$ cat config.mk
export PLATFORM = sky130hd
export DESIGN_NAME = adc_calibration_config_status
export DESIGN_NICKNAME = d
export VERILOG_FILES = /design/src/rtl/cal_regs_pkg.sv /design/src/rtl/adc_calibration_config_status.sv
export SDC_FILE = /design/constraint.sdc
export NUM_CORES = 1
export LEC_CHECK = 0
export BUFFER_PORTS_ARGS = -buffer_cell sky130_fd_sc_hd__buf_2
export CAP_MARGIN = 15
export CORE_MARGIN = 10
export CORE_UTILIZATION = 35
export CTS_CLUSTER_DIAMETER = 30
export DETAILED_ROUTE_END_ITERATION = 6
export SLEW_MARGIN = 10
export SYNTH_ARGS = -nofsm -noshare
export SYNTH_HDL_FRONTEND = slang
export SYNTH_SLANG_ARGS = --single-unit
$ cat constraint.sdc
create_clock -name pclk -period 2.8 [get_ports pclk]
set_input_delay 0.7 -clock pclk [delete_from_list [all_inputs] [get_ports pclk]]
set_output_delay 0.7 -clock pclk [all_outputs]
set_load 0.02 [all_outputs]
$ cat src/rtl/cal_regs_pkg.sv
// package of offsets, field positions, reset values and carriers for the calibration registers
package cal_regs_pkg;
   // printed offsets are register indices, byte address is four times the index
   localparam logic [7:0] IDX_OFFSET_REFERENCE_CONFIG = 8'h65;
   localparam logic [7:0] IDX_CALIBRATION_AVERAGING = 8'h68;
   localparam logic [7:0] IDX_CALIBRATION_PROGRESS = 8'h6A;
   localparam logic [7:0] IDX_CALIBRATION_PIN_SETUP = 8'h6B;
   localparam logic [7:0] IDX_CALIBRATION_CONTROL = 8'h70;
   localparam logic [7:0] IDX_EVENT_STATUS = 8'h71;
   localparam logic [7:0] IDX_EVENT_MASK = 8'h72;

   localparam logic [7:0] RST_OFFSET_REFERENCE_CONFIG = 8'h01;
   localparam logic [7:0] RST_CALIBRATION_AVERAGING = 8'h61;
   localparam logic [7:0] RST_CALIBRATION_PIN_SETUP = 8'h00;
   // foreground enable and software trigger bit both start high
   localparam logic [7:0] RST_CALIBRATION_CONTROL = 8'h05;
   localparam logic [2:0] RST_EVENT_MASK = 3'h0;

   localparam int OFFSET_REFERENCE_SELECT_BIT = 2;
   localparam int OFFSET_AVERAGE_DEPTH_LSB = 4;
   localparam int LINEARITY_AVERAGE_DEPTH_LSB = 0;
   localparam int AVERAGE_DEPTH_WIDTH = 3;
   localparam int STATUS_CODE_LSB = 2;
   localparam int BACKGROUND_HALTED_BIT = 1;
   localparam int FOREGROUND_COMPLETE_BIT = 0;
   localparam int STATUS_PIN_SELECT_LSB = 1;
   localparam int TRIGGER_SOURCE_SELECT_BIT = 0;
   localparam int FOREGROUND_ENABLE_BIT = 0;
   localparam int BACKGROUND_ENABLE_BIT = 1;
   localparam int SOFTWARE_TRIGGER_BIT = 2;

   localparam logic [1:0] PIN_SEL_FOREGROUND = 2'h0;
   localparam logic [1:0] PIN_SEL_BACKGROUND = 2'h1;
   localparam logic [1:0] PIN_SEL_ALARM = 2'h2;

   localparam int EVT_FOREGROUND = 0;
   localparam int EVT_BACKGROUND = 1;
   localparam int EVT_ALARM = 2;
   localparam int EVENT_COUNT = 3;

   // what the calibration engine reports back
   typedef struct packed {
      logic alarm;
      logic bg_running;
      logic bg_stopped;
      logic foreground_complete_flag;
      logic [2:0] code;
   } engine_report_t;

   // what this block hands to the calibration engine
   typedef struct packed {
      logic clear_values;
      logic fg_run;
      logic foreground_enable;
      logic background_enable;
      logic offset_reference_select;
      logic [2:0] offset_average_depth;
      logic [2:0] linearity_average_depth;
      logic cal_trigger;
   } engine_control_t;
endpackage

$ cat src/rtl/adc_calibration_config_status.sv
// calibration configuration and status register bank with apb slave and interrupt
// What the document asks of this block and of its software
// RULE_01 - select 0: offset calibrates toward mid-code
// RULE_02 - select 1: offset matches spare converter reference
// RULE_03 - software sets select 1 only with background
// RULE_04 - three-bit offset averaging, reset six
// RULE_05 - three-bit linearity averaging low bits, reset one
// RULE_06 - status register read-only, holds three-bit code
// RULE_07 - halted flag set when background stops
// RULE_08 - halted flag clears when calibration resumes
// RULE_09 - background off: halted set on foreground end
// RULE_10 - foreground complete flag set when done or skipped
// RULE_11 - software writes reserved fields with reset values
// RULE_12 - foreground enable: clear values, run or skip
// RULE_13 - pin select: complete, halted, alarm, low
// RULE_14 - trigger source: software bit or pin
// RULE_15 - writes to status register are ignored
`timescale 1ns/1ps
module adc_calibration_config_status
   import cal_regs_pkg::*;
(
   input wire logic pclk,
   input wire logic presetn,
   input wire logic psel,
   input wire logic penable,
   input wire logic pwrite,
   input wire logic [11:0] paddr,
   input wire logic [31:0] pwdata,
   input wire logic [3:0] pstrb,
   output logic [31:0] prdata,
   output logic pready,
   output logic pslverr,
   input wire logic trigger_input_pin,
   input wire cal_regs_pkg::engine_report_t engine_report,
   output cal_regs_pkg::engine_control_t engine_control,
   output logic status_output_pin,
   output logic irq
);
   import cal_regs_pkg::*;

   typedef enum logic [1:0] {SEQ_IDLE, SEQ_CLEAR, SEQ_RUN} seq_state_t;

   logic [7:0] offset_reference_config_ff;
   logic [7:0] calibration_averaging_ff;
   logic [7:0] calibration_pin_setup_ff;
   logic [7:0] calibration_control_ff;
   logic [EVENT_COUNT-1:0] event_status_ff;
   logic [EVENT_COUNT-1:0] event_mask_ff;
   logic foreground_complete_flag_ff;
   logic background_halted_ff;
   logic [2:0] status_code_ff;
   logic alarm_ff;
   logic [EVENT_COUNT-1:0] event_level_ff;
   logic start_ff;
   seq_state_t seq_ff;
   seq_state_t nxt_seq;
   logic [31:0] prdata_ff;
   logic pready_ff;
   logic pslverr_ff;
   engine_control_t control_ff;
   logic status_pin_ff;
   logic irq_ff;

   function automatic logic idx_hit(input logic [11:0] addr, input logic [7:0] idx);
      idx_hit = (addr[11:2] == {2'h0, idx}) && (addr[1:0] == 2'h0);
   endfunction

   // bus decode, no wait states, ready in the first access cycle
   wire setup_phase = psel && !penable && !pready_ff;
   wire access_done = psel && penable && pready_ff;
   wire hit_ref = idx_hit(paddr, IDX_OFFSET_REFERENCE_CONFIG);
   wire hit_avg = idx_hit(paddr, IDX_CALIBRATION_AVERAGING);
   wire hit_prog = idx_hit(paddr, IDX_CALIBRATION_PROGRESS);
   wire hit_pin = idx_hit(paddr, IDX_CALIBRATION_PIN_SETUP);
   wire hit_ctl = idx_hit(paddr, IDX_CALIBRATION_CONTROL);
   wire hit_evt = idx_hit(paddr, IDX_EVENT_STATUS);
   wire hit_msk = idx_hit(paddr, IDX_EVENT_MASK);
   wire hit_any = hit_ref || hit_avg || hit_prog || hit_pin || hit_ctl || hit_evt || hit_msk;
   wire wr_lane0 = access_done && pwrite && pstrb[0];
   // status register has no write path at all
   wire wr_ref = wr_lane0 && hit_ref;
   wire wr_avg = wr_lane0 && hit_avg;
   wire wr_pin = wr_lane0 && hit_pin;
   wire wr_ctl = wr_lane0 && hit_ctl; // RULE_15
   wire wr_msk = wr_lane0 && hit_msk;
   wire rd_evt = access_done && !pwrite && hit_evt;

   wire fg_enable = calibration_control_ff[FOREGROUND_ENABLE_BIT];
   wire bg_enable = calibration_control_ff[BACKGROUND_ENABLE_BIT];
   wire soft_trigger = calibration_control_ff[SOFTWARE_TRIGGER_BIT];
   wire [1:0] pin_select = calibration_pin_setup_ff[STATUS_PIN_SELECT_LSB +: 2];
   wire trigger_source = calibration_pin_setup_ff[TRIGGER_SOURCE_SELECT_BIT];

   wire [7:0] progress_byte = {3'h0, status_code_ff, background_halted_ff,
      foreground_complete_flag_ff}; // RULE_06
   wire [7:0] read_byte =
      hit_ref ? offset_reference_config_ff :
      hit_avg ? calibration_averaging_ff :
      hit_prog ? progress_byte :
      hit_pin ? calibration_pin_setup_ff :
      hit_ctl ? calibration_control_ff :
      hit_evt ? {5'h0, event_status_ff} :
      hit_msk ? {5'h0, event_mask_ff} : 8'h00;

   // foreground sequence: clear stored values, then run or skip
   wire seq_finish_run = (seq_ff == SEQ_RUN) && engine_report.foreground_complete_flag && !start_ff;
   wire seq_skip = (seq_ff == SEQ_CLEAR) && !fg_enable;
   wire fg_finished = seq_finish_run || seq_skip; // RULE_12

   always_comb
   begin
      nxt_seq = seq_ff;
      case (seq_ff)
         SEQ_IDLE:
         begin
            if (start_ff)
               nxt_seq = SEQ_CLEAR;
         end
         SEQ_CLEAR:
         begin
            nxt_seq = fg_enable ? SEQ_RUN : SEQ_IDLE; // RULE_12
         end
         // a control write aborts a running foreground pass and starts over
         SEQ_RUN:
         begin
            if (start_ff)
               nxt_seq = SEQ_CLEAR;
            else if (engine_report.foreground_complete_flag)
               nxt_seq = SEQ_IDLE;
         end
         default:
         begin
            nxt_seq = SEQ_IDLE;
         end
      endcase
   end

   // halted flag: stop wins over resume in the same cycle
   wire halt_set = bg_enable ? engine_report.bg_stopped : fg_finished; // RULE_07 RULE_09
   wire halt_clear = engine_report.bg_running; // RULE_08
   wire nxt_halted = halt_set || (background_halted_ff && !halt_clear);
   wire nxt_fg_complete = fg_finished || (foreground_complete_flag_ff && !start_ff); // RULE_10
   wire [EVENT_COUNT-1:0] nxt_level = {alarm_ff, background_halted_ff,
      foreground_complete_flag_ff};
   wire [EVENT_COUNT-1:0] nxt_event_status;

   // a read clears only what it returned, so a rise during the access is kept
   generate
      for (genvar gi = 0; gi < EVENT_COUNT; gi++)
      begin : g_event
         wire rise = nxt_level[gi] && !event_level_ff[gi];
         wire taken = rd_evt && prdata_ff[gi];
         assign nxt_event_status[gi] = rise || (event_status_ff[gi] && !taken);
      end
   endgenerate

   wire nxt_status_pin =
      (pin_select == PIN_SEL_FOREGROUND) ? foreground_complete_flag_ff :
      (pin_select == PIN_SEL_BACKGROUND) ? background_halted_ff :
      (pin_select == PIN_SEL_ALARM) ? alarm_ff : 1'b0; // RULE_13
   wire nxt_trigger = trigger_source ? trigger_input_pin : soft_trigger; // RULE_14

   engine_control_t nxt_control;
   always_comb
   begin
      nxt_control.clear_values = (nxt_seq == SEQ_CLEAR);
      nxt_control.fg_run = (nxt_seq == SEQ_RUN);
      nxt_control.foreground_enable = fg_enable;
      nxt_control.background_enable = bg_enable;
      // 0 targets mid-code, 1 takes the spare converter as reference
      nxt_control.offset_reference_select =
         offset_reference_config_ff[OFFSET_REFERENCE_SELECT_BIT]; // RULE_01 RULE_02
      nxt_control.offset_average_depth =
         calibration_averaging_ff[OFFSET_AVERAGE_DEPTH_LSB +: AVERAGE_DEPTH_WIDTH]; // RULE_04
      nxt_control.linearity_average_depth =
         calibration_averaging_ff[LINEARITY_AVERAGE_DEPTH_LSB +: AVERAGE_DEPTH_WIDTH]; // RULE_05
      nxt_control.cal_trigger = nxt_trigger;
   end

   // reserved bits are stored as written, except in the event mask; software keeps them at reset values
   always_ff @(posedge pclk or negedge presetn)
   begin
      if (!presetn)
         offset_reference_config_ff <= RST_OFFSET_REFERENCE_CONFIG;
      else if (wr_ref)
         offset_reference_config_ff <= pwdata[7:0];
   end

   always_ff @(posedge pclk or negedge presetn)
   begin
      if (!presetn)
         calibration_averaging_ff <= RST_CALIBRATION_AVERAGING;
      else if (wr_avg)
         calibration_averaging_ff <= pwdata[7:0];
   end

   always_ff @(posedge pclk or negedge presetn)
   begin
      if (!presetn)
         calibration_pin_setup_ff <= RST_CALIBRATION_PIN_SETUP;
      else if (wr_pin)
         calibration_pin_setup_ff <= pwdata[7:0];
   end

   always_ff @(posedge pclk or negedge presetn)
   begin
      if (!presetn)
         calibration_control_ff <= RST_CALIBRATION_CONTROL;
      else if (wr_ctl)
         calibration_control_ff <= pwdata[7:0];
   end

   always_ff @(posedge pclk or negedge presetn)
   begin
      if (!presetn)
         event_mask_ff <= RST_EVENT_MASK;
      else if (wr_msk)
         event_mask_ff <= pwdata[EVENT_COUNT-1:0];
   end

   always_ff @(posedge pclk or negedge presetn)
   begin
      if (!presetn)
         foreground_complete_flag_ff <= 1'b0;
      else
         foreground_complete_flag_ff <= nxt_fg_complete;
   end

   always_ff @(posedge pclk or negedge presetn)
   begin
      if (!presetn)
         background_halted_ff <= 1'b0;
      else
         background_halted_ff <= nxt_halted;
   end

   // code follows the engine one cycle late
   always_ff @(posedge pclk or negedge presetn)
   begin
      if (!presetn)
         status_code_ff <= 3'h0;
      else
         status_code_ff <= engine_report.code; // RULE_06
   end

   always_ff @(posedge pclk or negedge presetn)
   begin
      if (!presetn)
         alarm_ff <= 1'b0;
      else
         alarm_ff <= engine_report.alarm;
   end

   // edge history for the event flags
   always_ff @(posedge pclk or negedge presetn)
   begin
      if (!presetn)
         event_level_ff <= '0;
      else
         event_level_ff <= nxt_level;
   end

   always_ff @(posedge pclk or negedge presetn)
   begin
      if (!presetn)
         event_status_ff <= '0;
      else
         event_status_ff <= nxt_event_status;
   end

   // a control write restarts the foreground sequence
   always_ff @(posedge pclk or negedge presetn)
   begin
      if (!presetn)
         start_ff <= 1'b1;
      else
         start_ff <= wr_ctl;
   end

   always_ff @(posedge pclk or negedge presetn)
   begin
      if (!presetn)
         seq_ff <= SEQ_IDLE;
      else
         seq_ff <= nxt_seq;
   end

   // read data only in the access cycle, zero otherwise
   always_ff @(posedge pclk or negedge presetn)
   begin
      if (!presetn)
         prdata_ff <= 32'h0000_0000;
      else if (setup_phase)
         prdata_ff <= {24'h00_0000, read_byte};
      else
         prdata_ff <= 32'h0000_0000;
   end

   // one access cycle per transfer, no further wait states
   always_ff @(posedge pclk or negedge presetn)
   begin
      if (!presetn)
         pready_ff <= 1'b0;
      else
         pready_ff <= setup_phase;
   end

   always_ff @(posedge pclk or negedge presetn)
   begin
      if (!presetn)
         pslverr_ff <= 1'b0;
      else
         pslverr_ff <= setup_phase && !hit_any;
   end

   always_ff @(posedge pclk or negedge presetn)
   begin
      if (!presetn)
         control_ff <= '0;
      else
         control_ff <= nxt_control;
   end

   always_ff @(posedge pclk or negedge presetn)
   begin
      if (!presetn)
         status_pin_ff <= 1'b0;
      else
         status_pin_ff <= nxt_status_pin;
   end

   // irq follows the status update of the same edge
   always_ff @(posedge pclk or negedge presetn)
   begin
      if (!presetn)
         irq_ff <= 1'b0;
      else
         irq_ff <= |(nxt_event_status & event_mask_ff);
   end

   assign prdata = prdata_ff;
   assign pready = pready_ff;
   assign pslverr = pslverr_ff;
   assign engine_control = control_ff;
   assign status_output_pin = status_pin_ff;
   assign irq = irq_ff;
endmodule

==> run_results.csv <==
group,metric,value,unit
status,status,"finished clean",
finish,layout.nets,393,
timing,hold_viol_final,0,
drt,wl_per_cell,17.4,µm
clock_network,cts_sinks,73,
power_and_ir_drop,ir_drop,0.000321,V
floorplan,ioPinCount,109,
critical_path,reg2reg_to,"offset_reference_config_ff[4]$_DFFE_PN0P_",
clock_network,numCtsBuffers,9,
clock_network,cts.clk_slew.worst_paths,0.07,ns
synth,ys_warn_count,0,
finish,fin_area,3830,µm²
clock_network,cts_root_buffer,"clkbuf_8",
synth,ys.flop_type,"dfrtp_1",
finish,insertedDiodeCount,0,
timing,finalClockSkew,0.00887,ns
min_path,worstHoldPathType,"input port to asynchronous set/reset pin",
drt,vias_per_cell,5.14,
critical_path,r2r_start,"pready$_DFF_PN0_",
global_route,track_usage,11.7,%
synth,yosys.area.top_type_share,51.2,%
drt,dr.first_iter.drc_count,81,
clock_network,ctsLongestPathBuffers,2,
drt,ant_nets,0,
timing,setup_viol,0,
finish,area_growth,18.8,%
timing,worst_slack,0.631,ns
floorplan,die-area,13400,µm²
clock_network,worst_skew_pair.late_latency,0.34,ns
drt,finalWirelength,7740,µm
power_and_ir_drop,leakagePower,1.89,nW
critical_path,cp-end-kind,"flip-flop",
clock_network,htreeDepth,3,
placed_design,dpl_cell_area,3600,µm²
critical_path,crit_fanout,10,
synth,synthTopCellsByCount,"dfrtp_1 (66), mux2_2 (36), buf_4 (25), o21ai_0 (17), nand2_1 (14)",
synth,synth_area,3220,µm²
finish,final_cell_count_no_fill,445,
drt,vias,2288,
critical_path,crit_required,3.06,ns
synth,synth_area_leaders,"dfrtp_1 (51%), mux2_2 (13%), buf_4 (5.8%), dfstp_2 (5.7%), o21ai_0 (2.6%)",
placed_design,gp_congestion,0.858,
critical_path,ff2ff_path_depth,4,
placed_design,dp_cells,429,
global_route,grt_pass1_vias,2377,
drt,dr.pass1.iters,4,
timing,slew_viol_final,0,
floorplan,die_x,116,µm
placed_design,place_ws,0.314,ns
placed_design,io_buffers,57,
timing,finalSetupTns,0,ns
global_route,grt_pass1_wl,12300,µm
drt,drc_errors,0,
finish,fill_cells,850,
power_and_ir_drop,power.total,2.12,mW
floorplan,row_count,34,
timing,max_freq,0.461,GHz
clock_network,cts_resized,0,
synth,avgSynthCellArea,12.3,µm²
timing,maxSlewHeadroom,57.2,%
timing,fin_crit,2.17,ns
finish,final_util,43.3,%
finish,regArea,1840,µm²
timing,tightest_slew,0.642,ns
global_route,grt_overflow_total,0,
power_and_ir_drop,power_density,554,nW/µm²
clock_network,cts_tree,"done",
timing,timing.hold.ws,0.375,ns
synth,ys_seq_area_share,56.9,%
finish,drive_above_1_share,38.3,%
clock_network,holdBufCountCts,0,
critical_path,critPathKind,"input port to flip-flop",
critical_path,crit_arrival,2.43,ns
synth,async_reset_ff_share,100,%
floorplan,start_util,36.4,%
critical_path,r2r_setup_slack,1.08,ns
synth,synth_edf_count,0,
synth,synth.most_common_cell,"dfrtp_1",
timing,rsz0062_at_grt,"no",
floorplan,coreArea,8850,µm²
critical_path,start_kind,"input port",
finish,multiInputGateArea,1250,µm²
flow_run,drv_cap,0,
global_route,antenna_found_initial,0,
global_route,grt_start_max_net_pins,47,
synth,synth.ff_latch_count,73,
clock_network,postCtsSetupBuffers,0,
synth,synth_top_cell_by_area,"dfrtp_1",
timing,period_share,77.5,%
floorplan,fp.dieH,116,µm
synth,syn_inst,261,
placed_design,dp_hpwl,5790,µm
synth,ys_types,41,
==> kinds of logic (layout without fill, tap and decap cells) <==
group,count (synthesis),in the layout,share of synthesized area [%]
flip-flops,73,73,56.9
other,1,24,0.116
buffers and inverters,33,86,7.07
multiplexers,40,40,13.8
AO/OA/AOI/OAI,45,45,9.05
AND/OR/NAND/NOR,69,69,13.0
==> cells in the final DEF (no fill, tap or decap), drive strengths merged, types with 2 or more instances in the layout <==
cell type / synthesis / layout
nand2: 14 / 14
nor3b: 4 / 4
nor4bb: 2 / 2
a22o: 2 / 2
and2: 2 / 2
nor4b: 4 / 4
mux2i: 4 / 4
nor3: 2 / 2
a32oi: 2 / 2
dfstp: 7 / 7
nand3: 8 / 8
clkbuf: 2 / 12
bufinv: 0 / 2
and3b: 2 / 2
o221ai: 2 / 2
a21oi: 4 / 4
nor2: 9 / 9
a22oi: 5 / 5
dfrtp: 66 / 66
buf: 28 / 67
a32o: 2 / 2
nand3b: 3 / 3
nor2b: 6 / 6
nor4: 2 / 2
inv: 3 / 4
mux2: 36 / 36
and3: 3 / 3
conb: 1 / 24
o21ai: 17 / 17
nand4: 5 / 5
a31oi: 7 / 7
==> critical path: stages <==
cell	delay, ns
buf_2	0.19
nor4_1	0.60
and3_1	0.45
or2_2	0.20
o221ai_1	0.13
a21oi_1	0.16
==> area by class of cell <==
class / instances / share of cell area [%]
clock inverter: 4 / 1.93
clock buffer: 12 / 4.05
tap: 108 / 3.53
multi-input combinational: 178 / 32.5
inverter: 3 / 0.294
timing repair buffer: 67 / 9.74
sequential: 73 / 47.9
==> worst max-delay path by stage <==
| stage | from | endpoint | slack (ns) | depth (start not counted) |
|---|---|---|---|---|
| 2_1_floorplan | paddr[3] | irq$_DFF_PN0_ | 0.60 | 6 |
| 4_1_cts | paddr[3] | prdata[1]$_DFF_PN0_ | 0.66 | 6 |
| 3_5_place_dp | paddr[3] | prdata[1]$_DFF_PN0_ | 0.31 | 6 |
| 5_1_grt | paddr[6] | prdata[4]$_DFF_PN0_ | 0.42 | 6 |
| 6_report | paddr[3] | prdata[1]$_DFF_PN0_ | 0.63 | 6 |
| 3_3_place_gp | paddr[6] | prdata[2]$_DFF_PN0_ | 0.32 | 6 |
==> metal layers <==
metal | vias to the layer above | track usage [%] | wire length, µm
met4 | 0 | 4.25 | 132
met5 | - | 0 | 0
met1 | 1143 | 13.1 | 3170
li1 | 1050 | - | -
met2 | 79 | 20.5 | 3900
met3 | 16 | 3.67 | 536
==> flip-flops by register name (all words and copies together), names as in the netlist, 2 cells and up <==
register,count
prdata,8
offset_reference_config_ff,8
event_level_ff,3
engine_control,11
event_status_ff,3
calibration_averaging_ff,8
calibration_control_ff,8
status_code_ff,3
calibration_pin_setup_ff,8
event_mask_ff,3
seq_ff,2
==> power breakdown <==
part / switching, mW / total, mW / internal (mW) / leakage [nW]
sequential: 0.00338 / 1.06 / 1.06 / 0.951
clock: 0.380 / 0.933 / 0.553 / 0.117
combinational: 0.0907 / 0.126 / 0.0353 / 0.819
No activity file was read; power rests on OpenSTA's default activity.
